## src/rtl/l2a_regs.svh

```systemverilog
`ifndef L2A_REGS_SVH
`define L2A_REGS_SVH

// Coprocessor transfer encoding of the two registers
`define L2A_OPC1 3'h1
`define L2A_CRN 4'h9
`define L2A_CRM 4'h0
`define L2A_OPC2_LOCK 3'h0
`define L2A_OPC2_AUX 3'h2

// Auxiliary configuration field positions
`define L2A_MUX_ONE_BIT 29
`define L2A_ECC_SEL_BIT 28
`define L2A_FWD_DIS_BIT 27
`define L2A_WC_DIS_BIT 25
`define L2A_WA_DELAY_DIS_BIT 24
`define L2A_WA_COMB_DIS_BIT 23
`define L2A_WA_DIS_BIT 22
`define L2A_CHECK_EN_BIT 21
`define L2A_INNER_SEL_BIT 16
`define L2A_TAG_LAT_HI 8
`define L2A_TAG_LAT_LO 6
`define L2A_DATA_LAT_HI 3
`define L2A_DATA_LAT_LO 0

// Writable bits; everything else is reserved and reads as zero
`define L2A_AUX_WMASK 32'h3be1_01cf
`define L2A_LOCK_WMASK 32'h0000_00ff

// Reset values
`define L2A_AUX_RESET 32'h0000_0000
`define L2A_LOCK_RESET 8'h00

// Latency counts in cycles
`define L2A_TAG_LAT_MIN 4'h2
`define L2A_TAG_LAT_MID 4'h3
`define L2A_TAG_LAT_MAX 4'h4
`define L2A_DATA_LAT_MIN 4'h2
`define L2A_DATA_LAT_MAX 4'hd
`define L2A_DATA_LAT_SAT 4'hc

// Host register offsets and fields
`define L2A_HOST_CMD 12'h000
`define L2A_HOST_WDATA 12'h004
`define L2A_HOST_RDATA 12'h008
`define L2A_HOST_STATUS 12'h00c
`define L2A_CMD_OPC2_LO 0
`define L2A_CMD_CRM_LO 4
`define L2A_CMD_CRN_LO 8
`define L2A_CMD_OPC1_LO 12
`define L2A_CMD_WR_BIT 16
`define L2A_CMD_PRIV_BIT 17
`define L2A_CMD_SECURE_BIT 18
`define L2A_STAT_BUSY_BIT 0
`define L2A_STAT_DONE_BIT 1
`define L2A_STAT_UNDEF_BIT 2

`endif

```

## src/rtl/l2a_pkg.sv

```systemverilog
`default_nettype none
`include "l2a_regs.svh"

package l2a_pkg;

	typedef enum {L2A_HS_IDLE, L2A_HS_WAIT} l2a_host_state_type;

	function automatic logic [3:0] l2a_tag_cycles(input logic [2:0] code);
		if (code <= 3'h1) begin
			return `L2A_TAG_LAT_MIN;
		end else if (code == 3'h2) begin
			return `L2A_TAG_LAT_MID;
		end
		return `L2A_TAG_LAT_MAX;
	endfunction

	function automatic logic [3:0] l2a_data_cycles(input logic [3:0] code);
		if (code <= 4'h1) begin
			return `L2A_DATA_LAT_MIN;
		end else if (code >= `L2A_DATA_LAT_SAT) begin
			return `L2A_DATA_LAT_MAX;
		end
		return code + 4'h1;
	endfunction

endpackage

`default_nettype wire

```

## src/rtl/l2a_link_if.sv

```systemverilog
`timescale 1ns/1ns
`default_nettype none

interface l2a_link_if;
	logic req;
	logic wr;
	logic [2:0] opc1;
	logic [3:0] crn;
	logic [3:0] coproc_minor_field;
	logic [2:0] opc2;
	logic priv;
	logic secure;
	logic [31:0] wdata;
	logic ack;
	logic undef;
	logic [31:0] rdata;

	modport device (
		input req, wr, opc1, crn, coproc_minor_field, opc2, priv, secure, wdata,
		output ack, undef, rdata
	);

	modport host (
		output req, wr, opc1, crn, coproc_minor_field, opc2, priv, secure, wdata,
		input ack, undef, rdata
	);
endinterface

`default_nettype wire

```

## src/rtl/l2a_device.sv

```systemverilog
// Register access over APB and the address map were left to the implementer.
`timescale 1ns/1ns
`default_nettype none

module l2a_device
	import l2a_pkg::*;
#(
	parameter bit HAS_CHECK_RAM = 1'b1,
	parameter int NUM_WAYS = 8
) (
	input wire logic pclk,
	input wire logic presetn,
	l2a_link_if.device link,
	input wire logic ram_start,
	output logic ram_busy,
	output logic tag_done,
	output logic data_done,
	output logic ram_mux_two,
	output logic ecc_select,
	output logic fwd_disable,
	output logic wc_disable,
	output logic wa_delay_disable,
	output logic wa_combine_disable,
	output logic wa_disable,
	output logic check_enable,
	output logic inner_attr_select,
	output logic [3:0] tag_lat_cycles,
	output logic [3:0] data_lat_cycles,
	input wire logic alloc_req,
	output logic alloc_valid,
	output logic alloc_none,
	output logic [NUM_WAYS-1:0] alloc_way,
	output logic [NUM_WAYS-1:0] locked_ways
);

	localparam int PTR_W = (NUM_WAYS > 1) ? $clog2(NUM_WAYS) : 1;

	logic [31:0] aux_r;
	logic [NUM_WAYS-1:0] lock_r;
	logic ack_r;
	logic undef_r;
	logic [31:0] rdata_r;
	logic hit_aux;
	logic hit_lock;
	logic take;
	logic refuse;
	logic [31:0] aux_wmask;
	logic [3:0] tag_cnt_r;
	logic [3:0] data_cnt_r;
	logic mux_two_r;
	logic [PTR_W-1:0] rr_ptr_r;
	logic [PTR_W-1:0] pick;
	logic pick_ok;
	logic alloc_valid_r;
	logic alloc_none_r;
	logic [NUM_WAYS-1:0] alloc_way_r;

	assign hit_aux = link.opc1 == `L2A_OPC1 && link.crn == `L2A_CRN
		&& link.coproc_minor_field == `L2A_CRM && link.opc2 == `L2A_OPC2_AUX;
	assign hit_lock = link.opc1 == `L2A_OPC1 && link.crn == `L2A_CRN
		&& link.coproc_minor_field == `L2A_CRM && link.opc2 == `L2A_OPC2_LOCK;

	// The cycle that acknowledges a transfer still sees req high; skip it
	assign take = link.req && !ack_r;

	// Unknown encodings are refused as well, like any unimplemented register
	assign refuse = !link.priv
		|| !(hit_aux || hit_lock)
		|| (hit_aux && link.wr && !link.secure);

	// Check enable is not storable when the check RAM is absent
	assign aux_wmask = HAS_CHECK_RAM ? `L2A_AUX_WMASK
		: (`L2A_AUX_WMASK & ~(32'h1 << `L2A_CHECK_EN_BIT));

	always_ff @(posedge pclk or negedge presetn) begin
		if (!presetn) begin
			ack_r <= 1'b0;
			undef_r <= 1'b0;
			rdata_r <= 32'h0000_0000;
		end else begin
			ack_r <= take;
			if (take) begin
				undef_r <= refuse;
				if (refuse || link.wr) begin
					rdata_r <= 32'h0000_0000;
				end else if (hit_aux) begin
					rdata_r <= aux_r;
				end else begin
					rdata_r <= {{(32 - NUM_WAYS){1'b0}}, lock_r};
				end
			end
		end
	end

	assign link.ack = ack_r;
	assign link.undef = undef_r;
	assign link.rdata = rdata_r;

	always_ff @(posedge pclk or negedge presetn) begin
		if (!presetn) begin
			aux_r <= `L2A_AUX_RESET;
		end else if (take && !refuse && link.wr && hit_aux) begin
			aux_r <= link.wdata & aux_wmask;
		end
	end

	always_ff @(posedge pclk or negedge presetn) begin
		if (!presetn) begin
			lock_r <= NUM_WAYS'(`L2A_LOCK_RESET);
		end else if (take && !refuse && link.wr && hit_lock) begin
			lock_r <= link.wdata[NUM_WAYS-1:0];
		end
	end

	assign ram_mux_two = !aux_r[`L2A_MUX_ONE_BIT];
	assign ecc_select = aux_r[`L2A_ECC_SEL_BIT];
	assign fwd_disable = aux_r[`L2A_FWD_DIS_BIT];
	assign wc_disable = aux_r[`L2A_WC_DIS_BIT];
	assign wa_delay_disable = aux_r[`L2A_WA_DELAY_DIS_BIT];
	assign wa_combine_disable = aux_r[`L2A_WA_COMB_DIS_BIT];
	assign wa_disable = aux_r[`L2A_WA_DIS_BIT];
	assign check_enable = aux_r[`L2A_CHECK_EN_BIT];
	assign inner_attr_select = aux_r[`L2A_INNER_SEL_BIT];
	assign tag_lat_cycles =
		l2a_tag_cycles(aux_r[`L2A_TAG_LAT_HI:`L2A_TAG_LAT_LO]);
	assign data_lat_cycles =
		l2a_data_cycles(aux_r[`L2A_DATA_LAT_HI:`L2A_DATA_LAT_LO]);
	assign locked_ways = lock_r;

	// RAM access timer: figures are sampled when an access starts, so a
	// register write during an access only affects the next one
	always_ff @(posedge pclk or negedge presetn) begin
		if (!presetn) begin
			tag_cnt_r <= 4'h0;
			data_cnt_r <= 4'h0;
			mux_two_r <= 1'b1;
		end else if (ram_start && !ram_busy) begin
			tag_cnt_r <= tag_lat_cycles;
			data_cnt_r <= data_lat_cycles;
			mux_two_r <= ram_mux_two;
		end else begin
			if (tag_cnt_r != 4'h0) begin
				tag_cnt_r <= tag_cnt_r - 4'h1;
			end
			if (data_cnt_r != 4'h0) begin
				data_cnt_r <= data_cnt_r - 4'h1;
			end
		end
	end

	assign ram_busy = (tag_cnt_r != 4'h0) || (data_cnt_r != 4'h0);
	assign tag_done = tag_cnt_r == 4'h1;
	assign data_done = data_cnt_r == 4'h1;

	// Round robin from the pointer, skipping locked ways
	always_comb begin
		logic [PTR_W-1:0] idx;
		idx = '0;
		pick = '0;
		pick_ok = 1'b0;
		for (int k = NUM_WAYS - 1; k >= 0; k--) begin
			idx = PTR_W'((32'(rr_ptr_r) + k) % NUM_WAYS);
			if (!lock_r[idx]) begin
				pick = idx;
				pick_ok = 1'b1;
			end
		end
	end

	always_ff @(posedge pclk or negedge presetn) begin
		if (!presetn) begin
			rr_ptr_r <= '0;
			alloc_valid_r <= 1'b0;
			alloc_none_r <= 1'b0;
			alloc_way_r <= '0;
		end else begin
			alloc_valid_r <= alloc_req && pick_ok;
			alloc_none_r <= alloc_req && !pick_ok;
			if (alloc_req && pick_ok) begin
				alloc_way_r <= NUM_WAYS'(1) << pick;
				rr_ptr_r <= PTR_W'((32'(pick) + 1) % NUM_WAYS);
			end
		end
	end

	assign alloc_valid = alloc_valid_r;
	assign alloc_none = alloc_none_r;
	assign alloc_way = alloc_way_r;

endmodule

`default_nettype wire

```

## src/flat_wrapper.sv

```systemverilog
// flat-port wrapper written by rule: the top's interface ports become plain ports
module l2a_device_flat import l2a_pkg::*;
#(
	parameter bit HAS_CHECK_RAM = 1'b1,
	parameter int NUM_WAYS = 8
)
  (pclk, presetn, ram_start, ram_busy, tag_done, data_done, ram_mux_two, ecc_select, fwd_disable, wc_disable, wa_delay_disable, wa_combine_disable, wa_disable, check_enable, inner_attr_select, tag_lat_cycles, data_lat_cycles, alloc_req, alloc_valid, alloc_none, alloc_way, locked_ways, link_req, link_wr, link_opc1, link_crn, link_coproc_minor_field, link_opc2, link_priv, link_secure, link_wdata, link_ack, link_undef, link_rdata);
  l2a_link_if link_i ();
  input wire logic pclk;
  input wire logic presetn;
  input wire logic ram_start;
  output logic ram_busy;
  output logic tag_done;
  output logic data_done;
  output logic ram_mux_two;
  output logic ecc_select;
  output logic fwd_disable;
  output logic wc_disable;
  output logic wa_delay_disable;
  output logic wa_combine_disable;
  output logic wa_disable;
  output logic check_enable;
  output logic inner_attr_select;
  output logic [3:0] tag_lat_cycles;
  output logic [3:0] data_lat_cycles;
  input wire logic alloc_req;
  output logic alloc_valid;
  output logic alloc_none;
  output logic [NUM_WAYS-1:0] alloc_way;
  output logic [NUM_WAYS-1:0] locked_ways;
  input wire logic [$bits(link_i.req)-1:0] link_req;
  input wire logic [$bits(link_i.wr)-1:0] link_wr;
  input wire logic [$bits(link_i.opc1)-1:0] link_opc1;
  input wire logic [$bits(link_i.crn)-1:0] link_crn;
  input wire logic [$bits(link_i.coproc_minor_field)-1:0] link_coproc_minor_field;
  input wire logic [$bits(link_i.opc2)-1:0] link_opc2;
  input wire logic [$bits(link_i.priv)-1:0] link_priv;
  input wire logic [$bits(link_i.secure)-1:0] link_secure;
  input wire logic [$bits(link_i.wdata)-1:0] link_wdata;
  output wire logic [$bits(link_i.ack)-1:0] link_ack;
  output wire logic [$bits(link_i.undef)-1:0] link_undef;
  output wire logic [$bits(link_i.rdata)-1:0] link_rdata;
  assign link_i.req = link_req;
  assign link_i.wr = link_wr;
  assign link_i.opc1 = link_opc1;
  assign link_i.crn = link_crn;
  assign link_i.coproc_minor_field = link_coproc_minor_field;
  assign link_i.opc2 = link_opc2;
  assign link_i.priv = link_priv;
  assign link_i.secure = link_secure;
  assign link_i.wdata = link_wdata;
  assign link_ack = link_i.ack;
  assign link_undef = link_i.undef;
  assign link_rdata = link_i.rdata;
  l2a_device #(.HAS_CHECK_RAM(HAS_CHECK_RAM), .NUM_WAYS(NUM_WAYS)) u_core (.pclk(pclk), .presetn(presetn), .link(link_i), .ram_start(ram_start), .ram_busy(ram_busy), .tag_done(tag_done), .data_done(data_done), .ram_mux_two(ram_mux_two), .ecc_select(ecc_select), .fwd_disable(fwd_disable), .wc_disable(wc_disable), .wa_delay_disable(wa_delay_disable), .wa_combine_disable(wa_combine_disable), .wa_disable(wa_disable), .check_enable(check_enable), .inner_attr_select(inner_attr_select), .tag_lat_cycles(tag_lat_cycles), .data_lat_cycles(data_lat_cycles), .alloc_req(alloc_req), .alloc_valid(alloc_valid), .alloc_none(alloc_none), .alloc_way(alloc_way), .locked_ways(locked_ways));
endmodule
```

## config.mk

```make
export PLATFORM = sky130hd
export DESIGN_NAME = l2a_device_flat
export DESIGN_NICKNAME = d
export VERILOG_FILES = /design/src/rtl/l2a_pkg.sv /design/src/rtl/l2a_link_if.sv /design/src/rtl/l2a_device.sv /design/src/flat_wrapper.sv
export VERILOG_INCLUDE_DIRS = /design/src /design/src/rtl
export SDC_FILE = /design/constraint.sdc
export NUM_CORES = 1
export LEC_CHECK = 0
export BUFFER_PORTS_ARGS = -buffer_cell sky130_fd_sc_hd__buf_2
export CORE_UTILIZATION = 52
export CTS_BUF_LIST = sky130_fd_sc_hd__clkbuf_2 sky130_fd_sc_hd__clkbuf_4 sky130_fd_sc_hd__clkbuf_8
export DETAILED_ROUTE_END_ITERATION = 6
export HOLD_SLACK_MARGIN = 0.02
export PLACE_DENSITY = 0.82
export SYNTH_ARGS = -nofsm -noshare
export SYNTH_HDL_FRONTEND = slang
export SYNTH_SLANG_ARGS = --single-unit
```

## constraint.sdc

```tcl
create_clock -name pclk -period 4.7 [get_ports pclk]
set_clock_uncertainty 0.2 [all_clocks]
set_input_delay 0.705 -clock pclk [delete_from_list [all_inputs] [get_ports pclk]]
set_output_delay 0.705 -clock pclk [all_outputs]
set_load 0.1 [all_outputs]
```

==> results.py, run 1 <==
metrics = {
    "route": {
        "ant_nets": 0,
        "drtIter0Drc": 115,
        "wl_per_cell_um": 15.6,
        "drtPass1Iterations": 4,
        "vias": 2897,
        "routed_wl_mm": 8.19,
        "drc": 0,
        "via_per_inst": 5.52,
    },
    "worst_setup_path": {
        "crit_fanout": 8,
        "max_stage_delay_ns": 0.69,
        "worst_setup_path_start_kind": "flop",
        "crit_chain": "inv_1, ha_1, mux4_1, mux2_2, a211oi_1, o21ai_1, mux2_2, ha_1, ha_1, mux2_2",
        "criticalPathCategory": "flop to flop",
        "worstPathRequired_ns": 4.72,
        "crit_arrival_ns": 3.60,
        "critPathSlowestCell": "mux4_1",
        "crit_path_end_kind": "flop",
    },
    "die": {
        "die_width_um": 86.6,
        "start_util_pct": 54.1,
        "pin_count": 126,
        "num_rows": 30,
        "core_area_mm2": 0.00687,
        "die-height_um": 86.6,
        "die_area_mm2": 0.00749,
    },
    "cts": {
        "cts-root-buf": "clkbuf_8",
        "cts_tree": "built",
        "clkTransAtPathRegs_ns": 0.08,
        "clkSinkCount": 65,
        "h-tree-depth": 3,
        "cts_hold_buf": 0,
        "ctsLongestPathBuffers": 2,
        "clk_latency_ns": 0.34,
        "cts_resized": 0,
        "postCtsSetupRepairBufs": 0,
        "cts-buffers-inserted": 9,
    },
    "layout": {
        "drive_gt1_share_pct": 37.3,
        "n_fill_cell": 546,
        "diodes": 0,
        "layout_commonest_cell": "buf_2",
        "areaGrowthSynthToFinish_pct": 19.3,
        "mostFrequentLayoutCells": "96 x buf_2, 65 x dfrtp_1, 28 x mux2_2, 22 x nor2_1, 18 x nand2_1",
        "num-nets-final": 494,
    },
    "min_path": {
        "hp-class": "input pin to async pin",
    },
    "sta": {
        "grt_setup_unrepaired": "no",
        "fin_crit_sh_pct": 76.1,
        "setup_slack_ns": 1.13,
        "setup-tns-final_ns": 0,
        "period_needed_ns": 3.57,
        "setup_viol": 0,
        "max-slew-margin-rel_pct": 41.7,
        "worstMarginPinSlew_ns": 0.873,
        "hold_viol_final": 0,
        "maxSlewViolCount": 0,
        "fmax_mhz": 280,
    },
    "synth": {
        "syn_inst": 328,
        "synth_edf_count": 0,
        "syn_area_per_cell_um2": 11.3,
        "synth_top_area_cell": "dfrtp_1",
        "ys_top_cells_by_area": "dfrtp_1 44%, mux2_2 8.5%, ha_1 5.0%, mux4_2 4.2%, a22o_1 3.3%",
        "yosysTopAreaCellShare_pct": 43.7,
        "synth_seq_cells": 65,
        "synth_cell_types": 57,
        "netlist_area_mm2": 0.00372,
        "postSynth.asyncResetShare_pct": 100,
        "ys.flop_type": "dfrtp_1",
        "yosysWarnings": 0,
        "yosysSeqAreaShare_pct": 43.7,
    },
    "placed_design": {
        "port_buffers": 96,
        "dp_hpwl_mm": 5.99,
        "gp_congestion": 0.868,
        "dp_slack_ns": 1.16,
    },
    "grt": {
        "first_global_vias": 2970,
        "grt_overflow_total": 0,
        "grt_pass1_wl_mm": 13.7,
        "grt_max_degree": 34,
        "grt_usage_pct": 23.9,
        "antenna_found_initial": 0,
    },
    "job": {
        "cap_viol_max_count": 0,
    },
    "power_and_ir_drop": {
        "power.total_mw": 2.22,
        "p_per_area_mw_per_mm2": 502,
        "ir_drop_uv": 342,
        "total_leakage_power_nw": 2.32,
    },
    "run_status": {
        "status": "complete, no violations",
    },
}
worst max-delay path: cells and delay by family (launching register included):
family / cells / cell delay (ns)
multiplexers: 4 / 1.60
flip-flops: 1 / 0.35
buffers and inverters: 1 / 0.08
AO/OA/AOI/OAI: 2 / 0.35
adder cells (fa/ha/maj): 3 / 0.89
per-layer routing:
layer,vias up,wire length [um],GRT usage [%]
li1,1360,-,-
met1,1423,3500,28.9
met2,97,4090,40.1
met3,17,431,7.24
met4,0,171,9.70
met5,-,0,0
state kept, by name (all words and copies together) (netlist names):
register            flops
u_core.link.rdata      18
u_core.aux_r           16
u_core.alloc_way        8
u_core.locked_ways      8
u_core.data_cnt_r       4
u_core.tag_cnt_r        4
u_core.rr_ptr_r         3
u_core.alloc_none       1
u_core.alloc_valid      1
u_core.link.ack         1
u_core.link.undef       1
power breakdown:
group	leakage [nW]	internal (mW)	switching, mW	total [mW]
sequential	0.857	0.641	0.0766	0.717
combinational	1.36	0.320	0.661	0.980
clock	0.104	0.309	0.218	0.527
area by class of cell:
type / instances / area (um^2) / share of cell area [%]
clock inverter: 5 / 80.1 / 1.81
timing repair buffer: 99 / 503 / 11.3
multi-input combinational: 236 / 1920 / 43.2
inverter: 14 / 52.6 / 1.18
tap: 96 / 120 / 2.71
clock buffer: 10 / 138 / 3.10
sequential: 65 / 1630 / 36.7
through the flow:
| stage | util, % | cell area (um^2) | hold WS [ns] | cells |
|---|---|---|---|---|
| 3_5_place_dp | 61.4 | 4220 | 0.266 | 510 |
| 3_3_place_gp | 61.4 | 4220 | 0.261 | 510 |
| 5_1_grt | 64.6 | 4440 | 0.298 | 525 |
| 4_1_cts | 64.6 | 4440 | 0.259 | 525 |
| 6_report | 64.6 | 4440 | 0.241 | 525 |
| 2_1_floorplan | - | 3770 | 0.209 | 342 |
final timing paths:
path,startpoint,endpoint,slack [ns],cells after the start
setup / recovery,u_core.rr_ptr_r[1],u_core.alloc_way[3],1.13,10
hold / removal,presetn,u_core.locked_ways[5],0.24,1
setup reg to reg,u_core.rr_ptr_r[1],u_core.alloc_way[3],1.13,10
hold reg to reg,u_core.link.rdata[3],u_core.link.rdata[3],0.28,2
max in group asynchronous,presetn,u_core.tag_cnt_r[1],3.13,2
min in group pclk,u_core.link.rdata[3],u_core.link.rdata[3],0.28,2
synth_stat cells (all sizes together) (3+ instances only):
| library cell | count |
|---|---|
| dfrtp | 65 |
| mux2 | 29 |
| nor2 | 24 |
| buf | 21 |
| nand2 | 18 |
| o21ai | 17 |
| ha | 15 |
| a22o | 14 |
| inv | 14 |
| mux2i | 12 |
| mux4 | 10 |
| a21oi | 8 |
| nor3b | 7 |
| xnor2 | 7 |
| clkbuf | 6 |
| nor3 | 6 |
| a21o | 4 |
| nor2b | 4 |
| nand2b | 3 |
| nand3 | 3 |
| nand4 | 3 |
| o221ai | 3 |
cells by family after synthesis:
logic type / share of synthesized area (%)
XOR/XNOR: 1.88
AND/OR/NAND/NOR: 10.9
adder cells (fa/ha/maj): 5.05
AO/OA/AOI/OAI: 13.7
flip-flops: 43.7
other: 0.101
multiplexers: 18.5
buffers and inverters: 6.16
(Power assumes the default switching activity.)
==> inputs of run 2 (changes only) <==
ABC_AREA = 1   (was not set)
CORE_UTILIZATION = 53   (was 52)
PLACE_DENSITY = 0.83   (was 0.82)
clock period = 3.3 ns   (was 4.7 ns; I/O delays follow)
==> run 2 against run 1 <==
Largest power group unchanged; count of clock-buffer cells in the layout did not move; via count rose by 24%; die area rose by 4.5%; highest routed layer unchanged; routed wire length rose by 8.8%; setup slack got worse by 0.68 ns.
==> results.py, run 2 <==
metrics = {
    "run_status": {
        "status": "complete, no violations",
    },
    "power_and_ir_drop": {
        "ir_drop_uv": 494,
        "total_leakage_power_nw": 2.63,
        "p_per_area_mw_per_mm2": 845,
    },
    "worst_setup_path": {
        "worstPathRequired_ns": 3.36,
        "rrSetupSlack_ns": 0.44,
        "regToRegEndpoint": "u_core.rr_ptr_r[2]",
        "crit_fanout": 6,
        "criticalPathCategory": "flop to flop",
        "rr_startpoint": "u_core.rr_ptr_r[0]",
        "crit_path_end_kind": "flop",
        "cp-endpoint": "u_core.rr_ptr_r[2]",
        "critPathLaunch": "u_core.rr_ptr_r[0]",
        "worst_setup_path_start_kind": "flop",
        "crit_arrival_ns": 2.92,
        "rr_worst_depth": 19,
    },
    "cts": {
        "ctsLongestPathBuffers": 2,
        "clk_latency_ns": 0.33,
        "postCtsSetupRepairBufs": 0,
        "cts-root-buf": "clkbuf_8",
        "cts_hold_buf": 0,
        "cts-buffers-inserted": 9,
        "cts_resized": 0,
        "clkSinkCount": 65,
        "cts_tree": "built",
        "h-tree-depth": 3,
        "clkTransAtPathRegs_ns": 0.08,
    },
    "placed_design": {
        "dp_hpwl_mm": 6.76,
        "dp_slack_ns": 0.460,
        "gp_congestion": 0.901,
        "port_buffers": 96,
    },
    "sta": {
        "period_needed_ns": 2.86,
        "worstMarginPinSlew_ns": 0.826,
        "setup_viol": 0,
        "maxSlewViolCount": 0,
        "setup_slack_ns": 0.441,
        "hold_viol_final": 0,
        "max-slew-margin-rel_pct": 44.9,
        "fmax_mhz": 350,
        "fin_crit_sh_pct": 86.6,
        "setup-tns-final_ns": 0,
        "grt_setup_unrepaired": "no",
    },
    "synth": {
        "yosysTopAreaCellShare_pct": 41.0,
        "synthXorXnorAreaFrac_pct": 1.52,
        "synth_seq_cells": 65,
        "netlist_area_mm2": 0.00396,
        "synth_compound_area_share_pct": 14.3,
        "ys.flop_type": "dfrtp_1",
        "ys_top_cells_by_count": "146 x nand2_1, 75 x inv_1, 65 x dfrtp_1, 46 x o21ai_0, 33 x nand3_1",
        "postSynth.asyncResetShare_pct": 100,
        "synth_edf_count": 0,
        "syn_area_per_cell_um2": 7.76,
        "yosysMostFrequentCell": "nand2_1",
        "ys_top_cells_by_area": "dfrtp_1 41%, nand2_1 14%, inv_1 7.1%, o21ai_0 5.8%, o21ai_2 5.3%",
        "syn_inst": 511,
        "yosysSeqAreaShare_pct": 41.0,
        "synthAdderAreaFrac_pct": 4.73,
        "synth_top_family_by_area": "simple AND/OR/NAND/NOR gates",
        "synth_cell_types": 37,
        "synth_mux_area_share_pct": 0,
        "synth-simple-area-share_pct": 25.8,
        "synth_top_area_cell": "dfrtp_1",
        "yosysWarnings": 0,
    },
    "die": {
        "die_width_um": 88.5,
        "pin_count": 126,
        "die_area_mm2": 0.00783,
        "num_rows": 31,
        "core_area_mm2": 0.00725,
        "die-height_um": 88.5,
        "start_util_pct": 54.6,
    },
    "route": {
        "drtPass1Iterations": 4,
        "ant_nets": 0,
        "drc": 0,
        "routed_wl_mm": 8.91,
        "drtIter0Drc": 182,
        "via_per_inst": 5.03,
        "wl_per_cell_um": 12.5,
        "vias": 3593,
    },
    "job": {
        "cap_viol_max_count": 0,
    },
    "min_path": {
        "hp-class": "input pin to async pin",
    },
    "layout": {
        "diodes": 0,
        "drive_gt1_share_pct": 26.8,
        "mostFrequentLayoutCells": "146 x nand2_1, 96 x buf_2, 75 x inv_1, 65 x dfrtp_1, 45 x o21ai_0",
        "layout_commonest_cell": "nand2_1",
        "areaGrowthSynthToFinish_pct": 19.2,
        "largest_reg_flops": 18,
        "n_fill_cell": 624,
        "num-nets-final": 680,
    },
    "grt": {
        "first_global_vias": 3435,
        "grt_usage_pct": 25.4,
        "grt_overflow_total": 0,
        "grt_max_degree": 66,
        "grt_pass1_wl_mm": 15.3,
        "antenna_found_initial": 0,
    },
}
## run 2: changes by cell type in the layout (fill, tap and decap cells not counted), sizes merged, moves of 12 or more
| cell | before | now |
|---|---|---|
| o21ai | 17 | 72 |
| a22o | 14 | 0 |
| mux2i | 12 | 0 |
| nand3 | 3 | 38 |
| nand2 | 18 | 150 |
| inv | 14 | 80 |
| mux2 | 29 | 0 |
## run 2: logic make-up (layout without fill, tap and decap cells)
| family | Yosys count | in the layout |
|---|---|---|
| flops | 65 | 65 |
| buf+inv | 106 | 197 |
| xor+xnor | 6 | 6 |
| compound gates | 91 | 91 |
| fa+ha+maj | 15 | 15 |
| simple gates | 227 | 227 |
| other cells | 1 | 15 |
## run 2: per-layer routing
| layer | vias to the layer above | wire length (um) | global-route usage (%) | part of all wire (%) |
|---|---|---|---|---|
| li1 | 1791 | - | - | - |
| met1 | 1659 | 3720 | 30.6 | 42 |
| met2 | 125 | 4520 | 43.1 | 51 |
| met3 | 18 | 491 | 6.72 | 5.5 |
| met4 | 0 | 175 | 10.6 | 2.0 |
| met5 | - | 0 | 0 | 0 |
## run 2: worst min path at each step
stage                         from                   to  slack [ns]  depth (start not counted)
6_report                   presetn   u_core.alloc_valid        0.14                          2
3_3_place_gp   u_core.alloc_way[3]  u_core.alloc_way[3]        0.26                          2
4_1_cts                    presetn     u_core.aux_r[25]        0.16                          2
5_1_grt             link_wdata[21]     u_core.aux_r[21]        0.18                          3
3_5_place_dp   u_core.alloc_way[2]  u_core.alloc_way[2]        0.26                          2
2_1_floorplan              presetn    u_core.alloc_none     -0.0006                          0
## run 2: area by class of cell
cell class                 count  area, um^2  area share [%]
clock buffer                  10         138            2.91
clock inverter                 6        97.6            2.07
inverter                      78         293            6.20
multi-input combinational    354        1910            40.5
sequential                    65        1630            34.4
tap                           99         124            2.62
timing repair buffer         103         533            11.3
## run 2: worst max-delay path, stage by stage (launching register included)
cell     delay (ns)
dfrtp_1        0.36
inv_2          0.04
ha_1           0.38
inv_1          0.18
nand3_1        0.10
nand2_1        0.10
nand2_1        0.07
nand2_1        0.14
inv_1          0.10
nand2_1        0.06
nand2_1        0.05
nand2_1        0.05
nand2_1        0.05
nand2_1        0.05
nand2_1        0.05
nand2_1        0.07
nand2_1        0.09
ha_1           0.23
ha_1           0.29
o21ai_1        0.13
## run 2: metrics by stage
stage / hold slack [ns] / power [mW] / instances / instance area (um^2) / util, %
2_1_floorplan: -0.000591 / 2.77 / 525 / 4040 / -
3_3_place_gp: 0.259 / 3.12 / 699 / 4490 / 61.9
3_5_place_dp: 0.264 / 3.20 / 699 / 4490 / 61.9
4_1_cts: 0.165 / 4.01 / 715 / 4730 / 65.2
5_1_grt: 0.180 / 4.41 / 715 / 4730 / 65.2
6_report: 0.138 / 3.99 / 715 / 4730 / 65.2
## run 2: power by group
group	internal (mW)	total (mW)	switching, mW
Clock	0.457	0.796	0.339
Sequential	0.907	0.997	0.0892
Combinational	0.662	2.20	1.54
